### src/core/spiesc_pkg.sv
// Purpose: Shared constants for the serial port control and status block
// Assumes: Avalon-MM word addressing, 8-bit registers in the low bits
// Notes: Offsets are register indices; byte address is four times the index
package spiesc_pkg;
	localparam logic [7:0] CTRL_IDX    = 8'hc3;
	localparam logic [7:0] STAT_IDX    = 8'hc4;
	localparam logic [7:0] DATA_IDX    = 8'hc5;
	localparam logic [7:0] CTRL_RESET  = 8'h14;
	localparam int         B_RATE_HI   = 7;
	localparam int         B_ENABLE    = 6;
	localparam int         B_SEL_IGN   = 5;
	localparam int         B_MASTER    = 4;
	localparam int         B_IDLE_LVL  = 3;
	localparam int         B_PHASE     = 2;
	localparam int         B_RATE_MID  = 1;
	localparam int         B_RATE_LO   = 0;
	localparam int         B_DONE      = 7;
	localparam int         B_WRITE_COLLISION_FLAG      = 6;
	localparam int         B_SERR      = 5;
	localparam int         B_MODE_FAULT_FLAG      = 4;
	localparam int         BITS_PER_XFER = 8;
	typedef enum logic [1:0] {
		SPIESC_IDLE = 2'b00,
		SPIESC_RUN  = 2'b01,
		SPIESC_LAST = 2'b11
	} spiesc_state_e;
endpackage

### src/core/spiesc_top.sv
// Purpose: Control, status and error logic of an SPI master/slave port
// Assumes: Serial pins are asynchronous and pass two flip-flops before use
// Notes: Minimal shift engine included so the flags have real causes
`timescale 1ns/1ps
module spiesc_top
	import spiesc_pkg::*;
#(
	parameter int DATA_W = 8
) (
	input  wire logic        core_clk,
	input  wire logic        rst_b,
	input  wire logic [7:0]  avs_address,
	input  wire logic        avs_read,
	input  wire logic        avs_write,
	input  wire logic [31:0] avs_writedata,
	output logic      [31:0] avs_readdata,
	output logic             avs_waitrequest,
	input  wire logic        ss_b_in,
	input  wire logic        sck_in,
	output logic             sck_out,
	output logic             sck_oe_b,
	input  wire logic        mosi_in,
	output logic             mosi_out,
	output logic             mosi_oe_b,
	input  wire logic        miso_in,
	output logic             miso_out,
	output logic             miso_oe_b,
	output logic             tx_irq_req,
	output logic             err_irq_req
);
	initial begin
		if (DATA_W != BITS_PER_XFER) $error("DATA_W must equal eight");
	end

	logic rst_m_r, rst_sync_b;
	always_ff @(posedge core_clk or negedge rst_b) begin
		if (!rst_b) begin
			rst_m_r    <= 1'b0;
			rst_sync_b <= 1'b0;
		end else begin
			rst_m_r    <= 1'b1;
			rst_sync_b <= rst_m_r;
		end
	end

	// Pin synchronisers; first stage read by second stage only
	logic [3:0] pin_m_r, pin_s_r, pin_d_r;
	always_ff @(posedge core_clk or negedge rst_sync_b) begin
		if (!rst_sync_b) begin
			pin_m_r <= 4'hf;
			pin_s_r <= 4'hf;
			pin_d_r <= 4'hf;
		end else begin
			pin_m_r <= {ss_b_in, sck_in, mosi_in, miso_in};
			pin_s_r <= pin_m_r;
			pin_d_r <= pin_s_r;
		end
	end
	wire ss_b_s   = pin_s_r[3];
	wire sck_s    = pin_s_r[2];
	wire mosi_s   = pin_s_r[1];
	wire miso_s   = pin_s_r[0];
	wire ss_fall  = pin_d_r[3] & ~ss_b_s;
	wire ss_rise  = ~pin_d_r[3] & ss_b_s;
	wire sck_edge = pin_d_r[2] ^ sck_s;

	// Register state
	logic [7:0]      ctrl_r, ctrl_nxt;
	logic            done_r, write_collision_flag_r, serr_r, mode_fault_flag_r;
	logic            done_seen_r, write_collision_flag_seen_r, mode_fault_flag_seen_r;
	logic            ack_r;
	spiesc_state_e   st_r;
	logic [7:0]      shift_r;
	logic [3:0]      bitcnt_r;
	logic [6:0]      div_r;
	logic            sck_int_r;
	logic            slv_phase_r;
	logic            samp_m_r;

	wire enable     = ctrl_r[B_ENABLE];
	wire sel_ignore = ctrl_r[B_SEL_IGN];
	wire master     = ctrl_r[B_MASTER];
	wire idle_lvl   = ctrl_r[B_IDLE_LVL];
	wire phase      = ctrl_r[B_PHASE];
	wire [2:0] rate = {ctrl_r[B_RATE_HI], ctrl_r[B_RATE_MID], ctrl_r[B_RATE_LO]};

	// Half period in core cycles: divisor/2; reserved codes give zero and block a master start
	function automatic logic [6:0] half_div(input logic [2:0] code);
		case (code)
			3'h1: half_div = 7'h02;
			3'h2: half_div = 7'h04;
			3'h3: half_div = 7'h08;
			3'h4: half_div = 7'h10;
			3'h5: half_div = 7'h20;
			3'h6: half_div = 7'h40;
			default: half_div = 7'h00;
		endcase
	endfunction

	// Bus decode; one-cycle answer via wait state
	wire req      = (avs_read | avs_write) & ~ack_r;
	wire hit_ctrl = req & (avs_address == CTRL_IDX);
	wire hit_stat = req & (avs_address == STAT_IDX);
	wire hit_data = req & (avs_address == DATA_IDX);
	wire ctrl_wr  = hit_ctrl & avs_write;
	wire data_wr  = hit_data & avs_write;
	wire data_rd  = hit_data & avs_read;
	wire busy     = (st_r != SPIESC_IDLE);

	// Select honoured unless ignored; slave with phase zero always honours it
	wire ss_used   = ~sel_ignore | (~master & ~phase);
	wire mode_fault_flag_set  = enable & master & ~sel_ignore & ~ss_b_s;
	wire write_collision_flag_set  = enable & data_wr & busy;
	wire m_start   = enable & master & data_wr & ~busy & (half_div(rate) != 7'h00);
	wire slv_sel   = ss_used ? ~ss_b_s : 1'b1;
	wire serr_set  = enable & ~master & ss_used & ss_rise & busy;

	// Clock edge events for the shifter
	wire div_tick  = master & busy & (div_r == 7'h01);
	wire m_edge    = div_tick;
	wire s_edge    = ~master & slv_sel & sck_edge;
	wire sh_edge   = m_edge | s_edge;
	// Edge leaving idle is the first of each pair
	wire leave_idle = master ? (sck_int_r == idle_lvl) : (sck_s != idle_lvl);
	// Master samples one core cycle after its own clock event. The pin
	// shows the clock a cycle late and the returning data line still has
	// to pass the synchroniser, so an undelayed sample would take the
	// previous bit. Holding the shift one cycle also keeps the data line
	// steady across the pin edge at which the far side samples it.
	// The delay is one cycle, below the shortest half period of two.
	wire m_samp_now = m_edge & (leave_idle ^ phase);
	wire s_samp_now = s_edge & (leave_idle ^ phase);
	wire sample_ev  = master ? samp_m_r : s_samp_now;
	wire xfer_end   = sample_ev & (bitcnt_r == 4'h7);
	wire rx_bit     = master ? miso_s : mosi_s;
	wire [7:0] rx_byte = {shift_r[6:0], rx_bit};

	// Control register next value; mode fault knocks out enable and master
	always_comb begin
		ctrl_nxt = ctrl_r;
		if (ctrl_wr)
			ctrl_nxt = avs_writedata[7:0];
		if (mode_fault_flag_set) begin
			ctrl_nxt[B_ENABLE] = 1'b0;
			ctrl_nxt[B_MASTER] = 1'b0;
		end
	end

	always_ff @(posedge core_clk or negedge rst_sync_b) begin
		if (!rst_sync_b) begin
			ctrl_r <= CTRL_RESET;
			ack_r  <= 1'b0;
		end else begin
			ctrl_r <= ctrl_nxt;
			ack_r  <= req;
		end
	end

	// Mode fault: set wins; clear needs seen-on-read then control write
	always_ff @(posedge core_clk or negedge rst_sync_b) begin
		if (!rst_sync_b) begin
			mode_fault_flag_r      <= 1'b0;
			mode_fault_flag_seen_r <= 1'b0;
		end else if (mode_fault_flag_set) begin
			mode_fault_flag_r      <= 1'b1;
			mode_fault_flag_seen_r <= 1'b0;
		end else if (ctrl_wr & mode_fault_flag_seen_r) begin
			mode_fault_flag_r      <= 1'b0;
			mode_fault_flag_seen_r <= 1'b0;
		end else if (hit_stat & avs_read & mode_fault_flag_r) begin
			mode_fault_flag_seen_r <= 1'b1;
		end
	end

	// Write collision: status access then data access
	always_ff @(posedge core_clk or negedge rst_sync_b) begin
		if (!rst_sync_b) begin
			write_collision_flag_r      <= 1'b0;
			write_collision_flag_seen_r <= 1'b0;
		end else if (write_collision_flag_set) begin
			write_collision_flag_r      <= 1'b1;
			write_collision_flag_seen_r <= 1'b0;
		end else if (hit_data & write_collision_flag_seen_r) begin
			write_collision_flag_r      <= 1'b0;
			write_collision_flag_seen_r <= 1'b0;
		end else if (hit_stat & write_collision_flag_r) begin
			write_collision_flag_seen_r <= 1'b1;
		end
	end

	// Transfer done: status read seeing it then data read
	always_ff @(posedge core_clk or negedge rst_sync_b) begin
		if (!rst_sync_b) begin
			done_r      <= 1'b0;
			done_seen_r <= 1'b0;
		end else if (xfer_end) begin
			done_r      <= 1'b1;
			done_seen_r <= 1'b0;
		end else if (data_rd & done_seen_r) begin
			done_r      <= 1'b0;
			done_seen_r <= 1'b0;
		end else if (hit_stat & avs_read & done_r) begin
			done_seen_r <= 1'b1;
		end
	end

	// Early release: only disabling the port clears it
	always_ff @(posedge core_clk or negedge rst_sync_b) begin
		if (!rst_sync_b)
			serr_r <= 1'b0;
		else if (serr_set)
			serr_r <= 1'b1;
		else if (!enable)
			serr_r <= 1'b0;
	end

	// Shift engine; collision writes never touch it
	always_ff @(posedge core_clk or negedge rst_sync_b) begin
		if (!rst_sync_b) begin
			st_r        <= SPIESC_IDLE;
			shift_r     <= 8'h00;
			bitcnt_r    <= 4'h0;
			div_r       <= 7'h00;
			sck_int_r   <= 1'b0;
			slv_phase_r <= 1'b0;
			samp_m_r    <= 1'b0;
		end else if (!enable) begin
			samp_m_r    <= 1'b0;
			st_r        <= SPIESC_IDLE;
			bitcnt_r    <= 4'h0;
			div_r       <= 7'h00;
			sck_int_r   <= idle_lvl;
			slv_phase_r <= 1'b0;
		end else begin
			// Pending master sample; dropped when a fault aborts the byte
			samp_m_r <= m_samp_now & ~(mode_fault_flag_set & busy);
			if (m_start) begin
				st_r      <= SPIESC_RUN;
				shift_r   <= avs_writedata[7:0];
				bitcnt_r  <= 4'h0;
				div_r     <= half_div(rate);
				sck_int_r <= idle_lvl;
			end else if (!master & !busy & data_wr) begin
				shift_r <= avs_writedata[7:0];
			end
			if (!master & slv_sel & !busy & (sck_edge | (phase == 1'b0 & ss_fall)))
				st_r <= SPIESC_RUN;
			if (m_edge) begin
				sck_int_r <= ~sck_int_r;
				div_r     <= half_div(rate);
			end else if (master & busy) begin
				div_r <= div_r - 7'h01;
			end
			if (sample_ev) begin
				shift_r  <= rx_byte;
				bitcnt_r <= bitcnt_r + 4'h1;
				slv_phase_r <= 1'b1;
				if (bitcnt_r == 4'h7)
					st_r <= master ? SPIESC_LAST : SPIESC_IDLE;
			end
			// Master holds one more half period to return the clock to idle
			if (st_r == SPIESC_LAST & m_edge)
				st_r <= SPIESC_IDLE;
			if (st_r == SPIESC_LAST & m_edge)
				sck_int_r <= idle_lvl;
			if (serr_set | (mode_fault_flag_set & busy))
				st_r <= SPIESC_IDLE;
			if (serr_set | (mode_fault_flag_set & busy))
				bitcnt_r <= 4'h0;
		end
	end

	// Receive buffer loads only while done is clear: no overrun detect
	wire [7:0] rx_q;
	spiesc_rxbuf #(
		.WIDTH(DATA_W)
	) u_rxbuf (
		.core_clk  (core_clk),
		.rst_sync_b(rst_sync_b),
		.load      (xfer_end & ~done_r),
		.wdata     (rx_byte),
		.rdata     (rx_q)
	);

	wire [7:0] stat_val = {done_r, write_collision_flag_r, serr_r, mode_fault_flag_r, 4'h0};
	wire [7:0] rd_mux   = (avs_address == CTRL_IDX) ? ctrl_r :
	                      (avs_address == STAT_IDX) ? stat_val :
	                      (avs_address == DATA_IDX) ? rx_q : 8'h00;
	wire drv_master = enable & master;
	wire drv_slave  = enable & ~master & slv_sel;

	always_ff @(posedge core_clk or negedge rst_sync_b) begin
		if (!rst_sync_b) begin
			avs_readdata    <= 32'h0000_0000;
			avs_waitrequest <= 1'b1;
			sck_out         <= 1'b0;
			sck_oe_b        <= 1'b1;
			mosi_out        <= 1'b0;
			mosi_oe_b       <= 1'b1;
			miso_out        <= 1'b0;
			miso_oe_b       <= 1'b1;
			tx_irq_req      <= 1'b0;
			err_irq_req     <= 1'b0;
		end else begin
			avs_readdata    <= {24'h000000, rd_mux};
			avs_waitrequest <= ~req;
			sck_out         <= drv_master ? sck_int_r : idle_lvl;
			sck_oe_b        <= ~drv_master;
			mosi_out        <= shift_r[7];
			mosi_oe_b       <= ~drv_master;
			miso_out        <= shift_r[7];
			miso_oe_b       <= ~drv_slave;
			tx_irq_req      <= done_r;
			// Collision and early release deliberately excluded
			err_irq_req     <= mode_fault_flag_r & ~sel_ignore;
		end
	end
endmodule // spiesc_top

### src/core/spiesc_rxbuf.sv
// Purpose: Receive data holding register with registered read data
// Assumes: Caller decides when a new byte may be captured
// Notes: Captures only when load is high, so later bytes are dropped
`timescale 1ns/1ps
module spiesc_rxbuf #(
	parameter int WIDTH = 8
) (
	input  wire logic             core_clk,
	input  wire logic             rst_sync_b,
	input  wire logic             load,
	input  wire logic [WIDTH-1:0] wdata,
	output logic      [WIDTH-1:0] rdata
);
	initial begin
		if (WIDTH < 1) $error("WIDTH must be positive");
	end
	always_ff @(posedge core_clk or negedge rst_sync_b) begin
		if (!rst_sync_b)
			rdata <= '0;
		else if (load)
			rdata <= wdata;
	end
endmodule // spiesc_rxbuf

### config.mk
export PLATFORM = sky130hd
export DESIGN_NAME = spiesc_top
export DESIGN_NICKNAME = d
export VERILOG_FILES = /design/src/core/spiesc_pkg.sv /design/src/core/spiesc_top.sv /design/src/core/spiesc_rxbuf.sv
export SDC_FILE = /design/constraint.sdc
export NUM_CORES = 1
export LEC_CHECK = 0
export ABC_AREA = 1
export BUFFER_PORTS_ARGS = -buffer_cell sky130_fd_sc_hd__buf_2
export CORE_MARGIN = 4
export CORE_UTILIZATION = 50
export DETAILED_ROUTE_END_ITERATION = 7
export PLACE_DENSITY = 0.72
export SLEW_MARGIN = 25
export SYNTH_ARGS = -nofsm -noshare
export SYNTH_HDL_FRONTEND = slang
export SYNTH_SLANG_ARGS = --single-unit
### constraint.sdc
create_clock -name core_clk -period 3.36 [get_ports core_clk]
set_input_delay 0.672 -clock core_clk [delete_from_list [all_inputs] [get_ports core_clk]]
set_output_delay 0.672 -clock core_clk [all_outputs]
set_load 0.005 [all_outputs]
==> results.md, run 1 <==
- The highest ir drop seen on vdd is 239 uV.
- The wire length of the first global-routing pass is between 10000 and 15000 um.
- For this design, the CTS-stage hold fixing added 0 buffers.
- The flow ran to the end, and the final reports show no timing, DRC or antenna violations.
- The count of TritonRoute iterations in the first routing pass is 5.
- The worst-case headroom to the max-slew limit is 47.3%.
- The highest-delay cell along the critical path is sky130_fd_sc_hd__dfstp_2.
- The count of cells resized by post-cts repair is 0.
- The worst register-to-register path begins at ctrl_r[4]$_DFFE_PN1P_.
- The number of nets in the final layout is roughly 530.
- In the final layout, the multi-input gates occupy roughly 0.0015 mm2.
- The antenna diode instance count is 0.
- The number of vias after detailed routing is about 2800.
- The effective utilization at floorplan is around half.
- The clock tree buffer depth is 2.
- The floorplan step set the die width to ~94 um.
- The HPWL after detailed placement is between 5000 and 6000 um.
- Across every metal layer, demand over resource in global routing totals a little under a fifth.
- At the pin with the least slew margin, the transition time is 0.790 ns.
- The count of pins over their slew limit is 0.
- The die outline area is approximately 0.0088 mm2.
- The deepest level of the CTS H-tree is 3.
- The clock period could shrink to about 1.9 ns.
- The cell type with the highest occurrence count on the critical path is sky130_fd_sc_hd__nand2_1.
- Setup repair after global routing left no endpoint under its margin.
- The number of unique standard cell types used by synthesis is 35.
- STA classifies the critical path endpoint as a flip-flop.
- The cell area after synthesis is approximately 0.0037 mm2.
- The cell area after placement is between 0.003 and 0.004 mm2.
- Of the cells placed in the final design, the portion with a size suffix greater than 1 is roughly a fifth.
- The share of async-settable or async-resettable flops after synthesis is 100%.
- Across the run, the number of max-cap violations was 0.
- Clock tree synthesis inserted a total of 9 buffers.
- STA puts the critical path data arrival time at ~2.1 ns.
- Of all nets on the critical path, the largest fanout is 18.
- The number of setup buffers added after CTS is 0.
- The total number of placement rows is 31.
- The layout filler cell count is ~700.
- The total number of clock tree sinks is 74.
- Using the TritonRoute via totals, the vias-per-cell ratio works out to 4.84.
- Global routing finished with a remaining overflow of 0.
- Buffers placed on the I/O ports in this run total 40.
- Timing would allow up to roughly 520 MHz.
- The classification of the worst-slack hold path is in2async.
- The total of warnings raised by yosys is 0.
- The final weighted congestion of routability-driven global placement is just over 0.9.
- After routing the design area is 0.00409 mm2.
- The source-to-sink clock delay at the later pin of the worst-skew pair is around 0.35 ns.
- The required time reported for the critical path endpoint is roughly 3.6 ns.
- STA classifies the critical path startpoint as a flip-flop.
- The worst setup path category is reg2reg.
- The most common cell after layout, fill and taps aside is sky130_fd_sc_hd__nand2_1.
- Clock tree synthesis selected as its root buffer the cell sky130_fd_sc_hd__clkbuf_8.
- The post-detailed-route DRC marker count is 0.
- After detailed routing, the average wire length per cell comes to around 13 um.
- In the layout the commonest cells are sky130_fd_sc_hd__nand2_1, sky130_fd_sc_hd__dfrtp_1, sky130_fd_sc_hd__inv_1, sky130_fd_sc_hd__buf_2, sky130_fd_sc_hd__nand3_1.
- 89 I/O pins were placed.
- Setup violations remaining at the end of the flow were counted as 0.
- The largest net degree at the start of global routing is 39.
- The clock slew seen by the registers of the worst setup and hold paths is ~0.08 ns.
- The total core area is 0.00721 mm2.
- The post-synthesis average cell area is ~8.4 um2.
- The clock skew is about 0.01 ns.
- The proportion of synthesized chip area in sequential cells is slightly above 50%.
- The most used flip-flop cell after synthesis is sky130_fd_sc_hd__dfrtp_1.
- The height of the die is about 94 um.
- The largest single stage delay on the critical path is approximately 0.66 ns.
- The number of antenna violations at the first check in global routing is 0.
- The detailed router finished its first iteration with ~230 violations.
- The number of standard cells after synthesis is about 440.
- The final number of hold-violating endpoints came to 0.
- In the finished design, the share of the clock period the worst path needs comes to 56.8%.
- The number of global-route vias before repair came to 2738.
- Adding up every negative setup slack in the final design gives 0 ns.
- The residual antenna-violating net count after detailed routing is 0.
- TritonCTS built the clock tree.
- In this run, synthesis inferred 0 flip-flops with an integrated enable.
- The power per cell area is 457 mW/mm2.
- The area growth from synthesis to layout is 11.2%.
- The worst setup path startpoint is ctrl_r[4]$_DFFE_PN1P_.
- After synthesis the netlist holds a flip-flop and latch count of between 70 and 80.
- The sequential cells in the finished layout cover a total of ~0.0019 mm2.
- For this block, the routed nets add up to about 7400 um of wire.
- The critical path goes through nand2_1, o21ai_1, nand2_1, nand2_2, nand2_4, nand2_8, nand3_4, nand2_1, o21ai_2.
- The leakage power of the design is 0.00214 uW.
[worst paths after layout]
kind | end | slack (ns) | cells after the start
worst max-delay path | u_rxbuf.rdata[0]$_DFFE_PN0P_ | 1.45 | 9
worst min-delay path | rst_sync_b$_DFF_PN0_ | 0.08 | 1
worst max register to register | u_rxbuf.rdata[0]$_DFFE_PN0P_ | 1.45 | 9
worst min register to register | shift_r[7]$_DFFE_PN0P_ | 0.36 | 0
max in group asynchronous | pin_d_r[2]$_DFF_PN1_ | 2.27 | 1
min in group core_clk | pin_s_r[2]$_DFF_PN1_ | 0.36 | 0
[layer usage]
metal  share of wire [%]  vias to the layer above  wire length, um  track usage, %
met1                  46                     1316             3420            24.9
met5                   0                        -                0               0
li1                    -                     1415                -               -
met4                 2.0                        0              144            7.82
met2                  46                       91             3420            28.4
met3                 5.1                       15              379            2.80
[final cells by class]
type / instances / share of cell area, %
Clock buffer: 9 / 3.03
Clock inverter: 7 / 2.48
Inverter: 51 / 4.68
Multi-Input combinational cell: 305 / 35.7
Sequential cell: 74 / 45.7
Tap cell: 99 / 3.03
Timing Repair Buffer: 41 / 5.38
[cell families after synthesis]
group	Yosys count	share of synthesized area [%]
and+or+nand+nor	222	26.3
other	2	0.204
AOI/OAI and AO/OA	46	7.72
buffers and inverters	83	11.8
xor gates and xnor gates	9	2.14
DFF	74	50.8
adders and majority gates	3	1.02
[synthesized netlist by cell type (4+ instances only)]
cell                      count  area, um2
sky130_fd_sc_hd__xor2_1       5       43.8
sky130_fd_sc_hd__dfrtp_1     59       1480
sky130_fd_sc_hd__buf_4       26        195
sky130_fd_sc_hd__dfstp_2     15        394
sky130_fd_sc_hd__nand2_2      4       25.0
sky130_fd_sc_hd__inv_1       47        176
sky130_fd_sc_hd__o21ai_2      9       78.8
sky130_fd_sc_hd__nor2_1      27        101
sky130_fd_sc_hd__xnor2_1      4       35.0
sky130_fd_sc_hd__nand2_1    135        507
sky130_fd_sc_hd__nand3_1     37        185
sky130_fd_sc_hd__a21oi_1      9       45.0
sky130_fd_sc_hd__o21ai_0     19       95.1
sky130_fd_sc_hd__nor2_2       4       25.0
[flip-flops by register name (all words and copies together) (netlist names), 2 cells and up]
signal	count
ctrl_r	8
div_r	7
pin_m_r	4
pin_s_r	4
bitcnt_r	4
u_rxbuf.rdata	8
st_r	2
avs_readdata	8
shift_r	8
pin_d_r	2
[power by group]
part / leakage (uW) / total (uW) / internal [uW] / switching (uW)
logic: 0.00109 / 133 / 46.6 / 86.7
clock network: 0.000112 / 775 / 425 / 350
registers: 0.000935 / 961 / 929 / 32.9
total: 0.00214 / 1870 / 1400 / 469
[per-stage QoR]
step | hold WS (ns) | util, % | std cells | power, uW | setup WS (ns)
2_1_floorplan | 0.331 | - | 462 | 1080 | 1.17
3_3_place_gp | 0.340 | 53.6 | 570 | 1110 | 1.15
3_5_place_dp | 0.344 | 53.6 | 570 | 1110 | 1.16
4_1_cts | 0.0752 | 56.7 | 586 | 1890 | 1.47
5_1_grt | 0.0685 | 56.7 | 586 | 1960 | 1.22
6_report | 0.0849 | 56.7 | 586 | 1870 | 1.45
[critical path: cells and delay by family, from the launching register on]
kind             cells  cell delay (ns)
AO/OA/AOI/OAI        2             0.19
AND/OR/NAND/NOR      7             0.95
flip-flops           1             0.66
No activity file was read; power rests on OpenSTA's default activity.
==> run 2, diff against run 1 <==
--- a/config.mk
+++ b/config.mk
@@ -5,12 +5,12 @@
 export SDC_FILE = /design/constraint.sdc
 export NUM_CORES = 1
 export LEC_CHECK = 0
-export ABC_AREA = 1
+export ABC_AREA = 0
 export BUFFER_PORTS_ARGS = -buffer_cell sky130_fd_sc_hd__buf_2
 export CORE_MARGIN = 4
 export CORE_UTILIZATION = 50
 export DETAILED_ROUTE_END_ITERATION = 7
-export PLACE_DENSITY = 0.72
+export PLACE_DENSITY = 0.73
 export SLEW_MARGIN = 25
 export SYNTH_ARGS = -nofsm -noshare
 export SYNTH_HDL_FRONTEND = slang
==> constraint.sdc (replaced) <==
create_clock -name core_clk -period 1.9 [get_ports core_clk]
set_input_delay 0.38 -clock core_clk [delete_from_list [all_inputs] [get_ports core_clk]]
set_output_delay 0.38 -clock core_clk [all_outputs]
set_load 0.005 [all_outputs]
==> run 2 against run 1 <==
Effect of this change:
- the run now ends with setup timing left
- die area decreased by 2.2%
- fmax fell by 8.4%
- non-clock buffer count rose by 48
- core utilization rose by 8.5 points
- sequential share of layout area down 4.0 points
- combinational power grew 71%
- register-to-register slack worse by 1.6 ns
- sequential power is 73% higher
- synthesized cell count is 28% lower
- largest power group unchanged
==> results.md, run 2 <==
- The root buffer cell chosen for the clock tree is sky130_fd_sc_hd__clkbuf_8.
- Summing the areas of all compound-gate instances in the mapped netlist gives 14.3% of the synthesized area.
- The final reports fail on setup timing.
- Before CTS, the worst setup slack after placement is -0.205 ns.
- The residual antenna-violating net count after detailed routing is 0.
- Port buffering added 40 buffers.
- After Yosys synthesis, XOR and XNOR cells account for 0.732% of the synthesized area.
- After synthesis, the mean cell area works out to roughly 11 um2.
- The synthesized-area fraction occupied by and/or/nand/nor cells is ~18%.
- The library cell used most frequently in the layout, excluding fill and tap cells, is sky130_fd_sc_hd__dfrtp_1.
- The height of the die is between 90 and 100 um.
- With fillers left out, the area of the finished cells amounts to between 0.004 and 0.005 mm2.
- The number of antenna violations at the first check in global routing was 0.
- The main combinational cell family by area after synthesis is simple AND/OR/NAND/NOR gates.
- By startpoint and endpoint, the worst setup path is classified as reg2reg.
- The detailed router finished its first iteration with approximately 100 violations.
- The number of global-route vias before repair was around 2700.
- The share of the clock period used by the worst path after layout is 110%.
- The source-to-sink clock delay at the later pin of the worst-skew pair is between 0.3 and 0.4 ns.
- The classification of the worst-slack hold path is in2reg.
- The post-route netlist has roughly two fifths of its cells at a drive strength greater than 1.
- In the post-synthesis netlist, the biggest area contributors are sky130_fd_sc_hd__dfrtp_1, sky130_fd_sc_hd__dfstp_2, sky130_fd_sc_hd__buf_4.
- Headroom to the max-slew limit came out at approximately three fifths.
- Data on the critical path arrives at its endpoint at between 2 and 2.5 ns.
- In this run the standard cell core region covers slightly below 0.007 mm2.
- The share of async-settable or async-resettable flops after synthesis is 100%.
- The leakage power of the design is about 0.0021 uW.
- The filler cells instantiated in the layout total 530.
- Entering global routing, the biggest net connects between 70 and 80 pins.
- The category of the worst setup path launch point is a flip-flop.
- After detailed placement, the total cell area comes to between 0.004 and 0.005 mm2.
- The final number of hold-violating endpoints came to 0.
- The highest clock frequency the design can meet is ~480 MHz.
- The proportion of synthesized chip area in sequential cells is between 50% and 60%.
- IR analysis of the VDD net gives a maximum drop of 617 uV.
- Measured on the finished design, the core utilization comes to 65.2%.
- In this run the biggest area consumer among cell types represents about 41% of the synthesized area.
- The number of enable-type register cells in the synthesized netlist is 0.
- The count of pins over their slew limit came to 0.
- The number of cells traversed by the worst hold path is 1.
- In the post-synthesis netlist, the cell with the most instances is sky130_fd_sc_hd__dfrtp_1.
- The adder and majority cell fraction of the synthesized area is between 1 and 1.5%.
- In the layout the commonest cells are sky130_fd_sc_hd__dfrtp_1, sky130_fd_sc_hd__buf_2, sky130_fd_sc_hd__buf_4, sky130_fd_sc_hd__conb_1, sky130_fd_sc_hd__nand2_1.
- The horizontal die dimension is approximately 93 um.
- The number of buffers inserted during clock tree synthesis is 9.
- Using the TritonRoute via totals, the vias-per-cell ratio works out to between 5 and 6.
- Setup repair after global routing could not meet its margin everywhere.
- The critical path's largest stage delay is a little over 0.6 ns.
- Setup violations remaining at the end of the flow were counted as 24.
- The worst setup path is captured at a flip-flop.
- Counting every sink on the clock net gives 74.
- Across the run, the number of max-cap violations was 0.
- The area taken by multi-input logic gates is around 0.0016 mm2.
- Counting I/O delays and the setup requirement, the final critical path takes between 2 and 2.5 ns.
- Dividing the detail-routed wire length by the instance count gives ~16 um.
- The antenna diode instance count is 0.
- In the post-route analysis, the smallest setup slack over all paths is -0.183 ns.
- For this run, the detailed router's first-pass iteration total came to 4.
- In the final layout, flip-flops and latches occupy about 0.0019 mm2.
- Summed over all layers, the routed wires come to roughly 8000 um.
- For the pin with the worst max-slew slack, the measured transition is about 0.61 ns.
- The clock arrives with between 0.01 and 0.015 ns of skew.
- Of the post-synthesis cell area, the part taken by muxes is between 5 and 6%.
- Global routing consumed, over all layers together, 19.1% of the routing resources.
- The number of nets in the final layout is about 460.
- The die outline area is 0.00860 mm2.
- The number of placed instances, taps included, is between 400 and 500.
- The clock slew seen by the registers of the worst setup and hold paths is 0.09 ns.
- For this design, the slowest cell found on the critical path is sky130_fd_sc_hd__dfstp_2.
- The required time reported for the critical path endpoint is 2.14 ns.
- The wire length of the first global-routing pass is ~13000 um.
- Counting along the longest clock path gives a buffer depth of 2.
- The aggregate global routing overflow is 0.
- Among all flip-flop cells after synthesis, the most frequent one is sky130_fd_sc_hd__dfrtp_1.
- In the synthesized netlist, the number of instances is around 320.
- The total design power is a little over 3000 uW.
- The number of unique standard cell types used by synthesis is 65.
- The top-level I/O count is between 80 and 90.
- The total of warnings raised by yosys is 0.
- The post-detailed-route DRC marker count is 0.
- The flip-flop and latch count after synthesis is 74.
- The power per cell area is 676 mW/mm2.
- Summing every instance area after synthesis gives 0.00359 mm2.
- The most area-hungry cell type in the Yosys netlist is sky130_fd_sc_hd__dfrtp_1.
- The logic depth of the worst register-to-register path is 7.
- The critical path goes through xnor2_2, or3_4, a32oi_4, buf_12, nor3_4, buf_6, mux2_4.
- The clock tree synthesis step divided the H-tree into 3 levels.
- The CTS tree is done.
- The run finished, with violations left.
- Ranked by instance count, the synthesized netlist is headed by sky130_fd_sc_hd__dfrtp_1, sky130_fd_sc_hd__buf_4, sky130_fd_sc_hd__nand2_1.
- Along the worst path, the maximum fanout reaches 6.
- The effective utilization at floorplan is between 50% and 60%.
- The routed layout has about 2700 vias.
- The total number of placement rows is 30.
- The HPWL after detailed placement is approximately 5500 um.
- Routability-driven placement finished with a final weighted congestion of 0.837.
- The finished layout holds around 500 standard cells, fillers aside.
- Relative to the synthesized area, the layout overhead comes to 24.8%.
run 2: cells by family (layout without fill, tap and decap cells):
logic type               Yosys count  in the layout
XOR/XNOR                           3              3
AO/OA/AOI/OAI                     67             67
AND/OR/NAND/NOR                  103            103
adder cells (fa/ha/maj)            3              3
buffers and inverters             47            115
flip-flops                        74             74
multiplexers                      19             19
other                              2             25
run 2: power breakdown:
group / internal [uW] / leakage [uW] / switching [uW] / total, uW
Clock: 494 / 0.0000844 / 650 / 1140
Sequential: 1630 / 0.000966 / 29.3 / 1660
Combinational: 104 / 0.00103 / 124 / 228
run 2: path summary, 6_finish.rpt:
check	from	end	slack [ns]
max in group asynchronous	rst_sync_b$_DFF_PN0_	avs_waitrequest$_DFF_PN1_	1.29
max	ctrl_r[2]$_DFFE_PN1P_	u_rxbuf.rdata[7]$_DFFE_PN0P_	-0.18
min in group asynchronous	rst_sync_b$_DFF_PN0_	samp_m_r$_DFF_PN0_	0.29
min reg2reg	rst_sync_b$_DFF_PN0_	samp_m_r$_DFF_PN0_	0.29
min	miso_in	pin_m_r[0]$_DFF_PN1_	0.13
max reg2reg	ctrl_r[2]$_DFFE_PN1P_	u_rxbuf.rdata[7]$_DFFE_PN0P_	-0.18
run 2: stage by stage:
stage               hold slack [ns]  TNS, ns
detailed placement            0.168    -4.21
CTS                           0.107    -3.33
global placement              0.165    -3.58
floorplan                    0.0844   -0.444
global route                  0.102    -4.35
finish                        0.128    -2.78
run 2: final cells by class:
type	count	share of cell area [%]
Clock buffer	9	2.76
Clock inverter	7	1.34
Inverter	10	0.838
Multi-Input combinational cell	220	36.2
Sequential cell	74	41.8
Tap cell	96	2.68
Timing Repair Buffer	89	14.4
run 2: timing repair:
item / CTS / global route
hold endpoints to repair: 2 / 0
endpoints found under the setup margin: 31 / 32
gates cloned: 1 / 0
buffers inserted: 4 / 0
hold buffers: 1 / 0
gates resized for setup: 8 / 32
pin swaps: 9 / 14
run 2: critical path, delay by kind of cell (launching register included):
family                 cells  cell delay (ns)
flip-flops                 1             0.61
AND/OR/NAND/NOR            2             0.39
buffers and inverters      2             0.30
multiplexers               1             0.30
AO/OA/AOI/OAI              1             0.27
XOR/XNOR                   1             0.09
run 2: routing by layer:
metal	part of all wire, %	global-route usage [%]	vias up
met1	43	23.5	1354
met2	50	33.2	79
met3	5.1	5.04	14
met4	1.6	5.25	0
met5	0	0	-
li1	-	-	1274
==> run 3, diff against run 2 <==
--- a/config.mk
+++ b/config.mk
@@ -10,7 +10,7 @@
 export CORE_MARGIN = 4
 export CORE_UTILIZATION = 50
 export DETAILED_ROUTE_END_ITERATION = 7
-export PLACE_DENSITY = 0.73
+export PLACE_DENSITY = 0.76
 export SLEW_MARGIN = 25
 export SYNTH_ARGS = -nofsm -noshare
 export SYNTH_HDL_FRONTEND = slang
==> constraint.sdc (replaced) <==
create_clock -name core_clk -period 2.21 [get_ports core_clk]
set_input_delay 0.442 -clock core_clk [delete_from_list [all_inputs] [get_ports core_clk]]
set_output_delay 0.442 -clock core_clk [all_outputs]
set_load 0.005 [all_outputs]
==> run 3 against run 2 <==
Effect of this change:
- the flow now finishes without violations
- critical path depth decreased by 1
- first-iteration DRC count increased by 35%
- clock power decreased by 9.6%
- register-to-register slack improved by 0.23 ns
- die area unchanged
- worst hold slack improved by 0.068 ns
- wire length decreased by 9.6%
- power decreased by 13%
- clock-buffer cell count increased by 3
- clock skew increased by 0.0039 ns
- highest routed layer unchanged
==> results.md, run 3 (synthesized netlist as in run 2, its figures left out) <==
- The run finished with clean final reports.
- Routability-driven placement finished with a final weighted congestion of slightly above 0.8.
- The startpoint identified for the worst hold timing path is ss_b_in.
- The count of TritonRoute iterations in the first routing pass is 5.
- The number of buffers inserted during clock tree synthesis is 9.
- The H-tree was split into 3 levels.
- The DRC violation total after the first TritonRoute iteration is 140.
- The first global-routing pass estimated ~12000 um of wire.
- After detailed routing, the average wire length per cell comes to 14.9 um.
- The CTS tree is done.
- The highest ir drop seen on vdd is 553 uV.
- The top-level I/O count is 89.
- The worst reg2reg path startpoint is ctrl_r[2]$_DFFE_PN1P_.
- Power spread over the standard cell area amounts to ~630 mW/mm2.
- For this block, the via count after detailed routing is between 2000 and 3000.
- The worst setup path startpoint is ctrl_r[2]$_DFFE_PN1P_.
- The count of pins over their slew limit is 0.
- Clock-pin slew was measured on the worst setup and hold paths at about 0.080 ns.
- In this run the static leakage power is 0.00195 uW.
- The worst setup path is launched from a flip-flop.
- The area used by sequential logic in the layout is approximately 0.0019 mm2.
- The total length of routed wires is 7240 um.
- The all-layer global routing usage is between 10% and 20%.
- For the worst setup path, the data required time is around 2.4 ns.
- The layout filler cell count is 564.
- For the finished layout, the period the worst path requires is between 2 and 2.5 ns.
- The multi-input combinational cells in the finished layout cover a total of between 0.0015 and 0.002 mm2.
- The clock tree buffer depth is 2.
- The most common cell after layout, fill and taps aside is sky130_fd_sc_hd__dfrtp_1.
- Across the routed clock network, the largest skew measured is between 0.015 and 0.02 ns.
- The aggregate global routing overflow is 0.
- The source-to-sink clock delay at the later pin of the worst-skew pair is roughly 0.35 ns.
- The largest net degree at the start of global routing is 49.
- The number of antenna violations at the first check in global routing is 0.
- The share of the clock period used by the worst path after layout is 97.9%.
- The number of global-route vias before repair came to 2418.
- After detailed routing, the number of remaining DRC violations is 0.
- The core region is just under 0.007 mm2.
- The classification of the worst-slack hold path is in2reg.
- The pin slew with the least headroom to its limit is roughly 0.55 ns.
- CTS placed an instance of sky130_fd_sc_hd__clkbuf_8 at the clock tree root.
- The die outline area is about 0.0086 mm2.
- The worst setup path category is reg2reg.
- STA classifies the critical path endpoint as a flip-flop.
- Based on the critical path, the design can be clocked at up to roughly 460 MHz.
- The horizontal die dimension is ~93 um.
- The initialized floorplan defines 30 standard-cell rows.
- The top cell types in the final layout, fill and taps aside, are sky130_fd_sc_hd__dfrtp_1, sky130_fd_sc_hd__buf_2, sky130_fd_sc_hd__buf_4, sky130_fd_sc_hd__conb_1, sky130_fd_sc_hd__nand2_1.
- The fraction of layout cells with a size suffix above 1 is 32.6%.
- The effective utilization at floorplan is a little over half.
- The final number of setup-violating endpoints is 0.
- The final number of hold-violating endpoints is 0.
- The max-cap violation count is 0.
- The growth of design area from synthesis to finish is 16.9%.
- The signal arrival time at the worst endpoint is ~2.4 ns.
- Setup repair after global routing could not meet its margin everywhere.
- For the final routed database, the setup TNS stands at 0 ns.
- Detailed placement ended at an HPWL of about 5300 um.
- The quantity of I/O buffers inserted on ports is 40.
- The final-layout worst hold slack is 0.196 ns.
- Measured against its own limit, the worst slew margin works out to roughly 64%.
- Of all nets on the critical path, the largest fanout is 8.
- The height of the die is slightly above 90 um.
- The mean number of vias per cell is between 5 and 6.
- The residual antenna-violating net count after detailed routing is 0.
- After the last flow step, the layout net total stands at about 440.
- The total number of clock tree sinks is between 70 and 80.
- The repair_antennas step left the layout with diodes totalling 0.
## run 3: per-layer routing
metal,global-route usage (%),routed length (um)
met2,27.3,3430
met4,5.98,91
met5,0,0
met3,4.87,467
met1,23.6,3250
## run 3: area by class of cell
cell class	count	share of cell area (%)
sequential	74	44.6
inverter	10	0.894
timing repair buffer	70	10.8
clock buffer	12	3.46
tap	96	2.86
multi-input combinational	220	36.2
clock inverter	4	1.22
## run 3: where the power goes
| part | switching (uW) | internal (uW) |
|---|---|---|
| Combinational | 92.2 | 72.6 |
| Sequential | 33.1 | 1400 |
| Clock | 479 | 555 |
## run 3: path summary, 6_finish.rpt
check	end	slack (ns)	cells past startpoint
max	u_rxbuf.rdata[7]$_DFFE_PN0P_	0.05	6
min	pin_m_r[3]$_DFF_PN1_	0.20	1
max reg2reg	u_rxbuf.rdata[7]$_DFFE_PN0P_	0.05	6
min reg2reg	div_r[5]$_DFFE_PN0P_	0.25	0
max in group asynchronous	miso_oe_b$_DFF_PN1_	1.27	1
min in group asynchronous	div_r[5]$_DFFE_PN0P_	0.25	0
## run 3: repair_timing
action	4_1_cts	5_1_grt
endpoints found under the hold margin	2	0
hold buffers	1	0
setup buffers	0	1
resized for setup	0	1
endpoints found under the setup margin	0	18
## run 3: metrics by stage
step / util [%] / power (uW) / cells / cell area, um2 / setup WS [ns]
6_report: 61.1 / 2630 / 486 / 4200 / 0.0466
5_1_grt: 61.1 / 2760 / 486 / 4200 / -0.0453
4_1_cts: 60.8 / 2670 / 485 / 4180 / 0.00451
3_5_place_dp: 57.8 / 1620 / 468 / 3970 / 0.00742
3_3_place_gp: 57.8 / 1620 / 468 / 3970 / 0.0788
2_1_floorplan: - / 1580 / 341 / 3680 / 0.0228
## run 3: worst max-delay path, stage by stage, from the launching register on
cell and delay (ns):
sky130_fd_sc_hd__dfstp_2 0.59, sky130_fd_sc_hd__xnor2_1 0.11, sky130_fd_sc_hd__or3_4 0.41, sky130_fd_sc_hd__a32oi_4 0.39, sky130_fd_sc_hd__nor3_4 0.07, sky130_fd_sc_hd__buf_12 0.15, sky130_fd_sc_hd__mux2_1 0.31
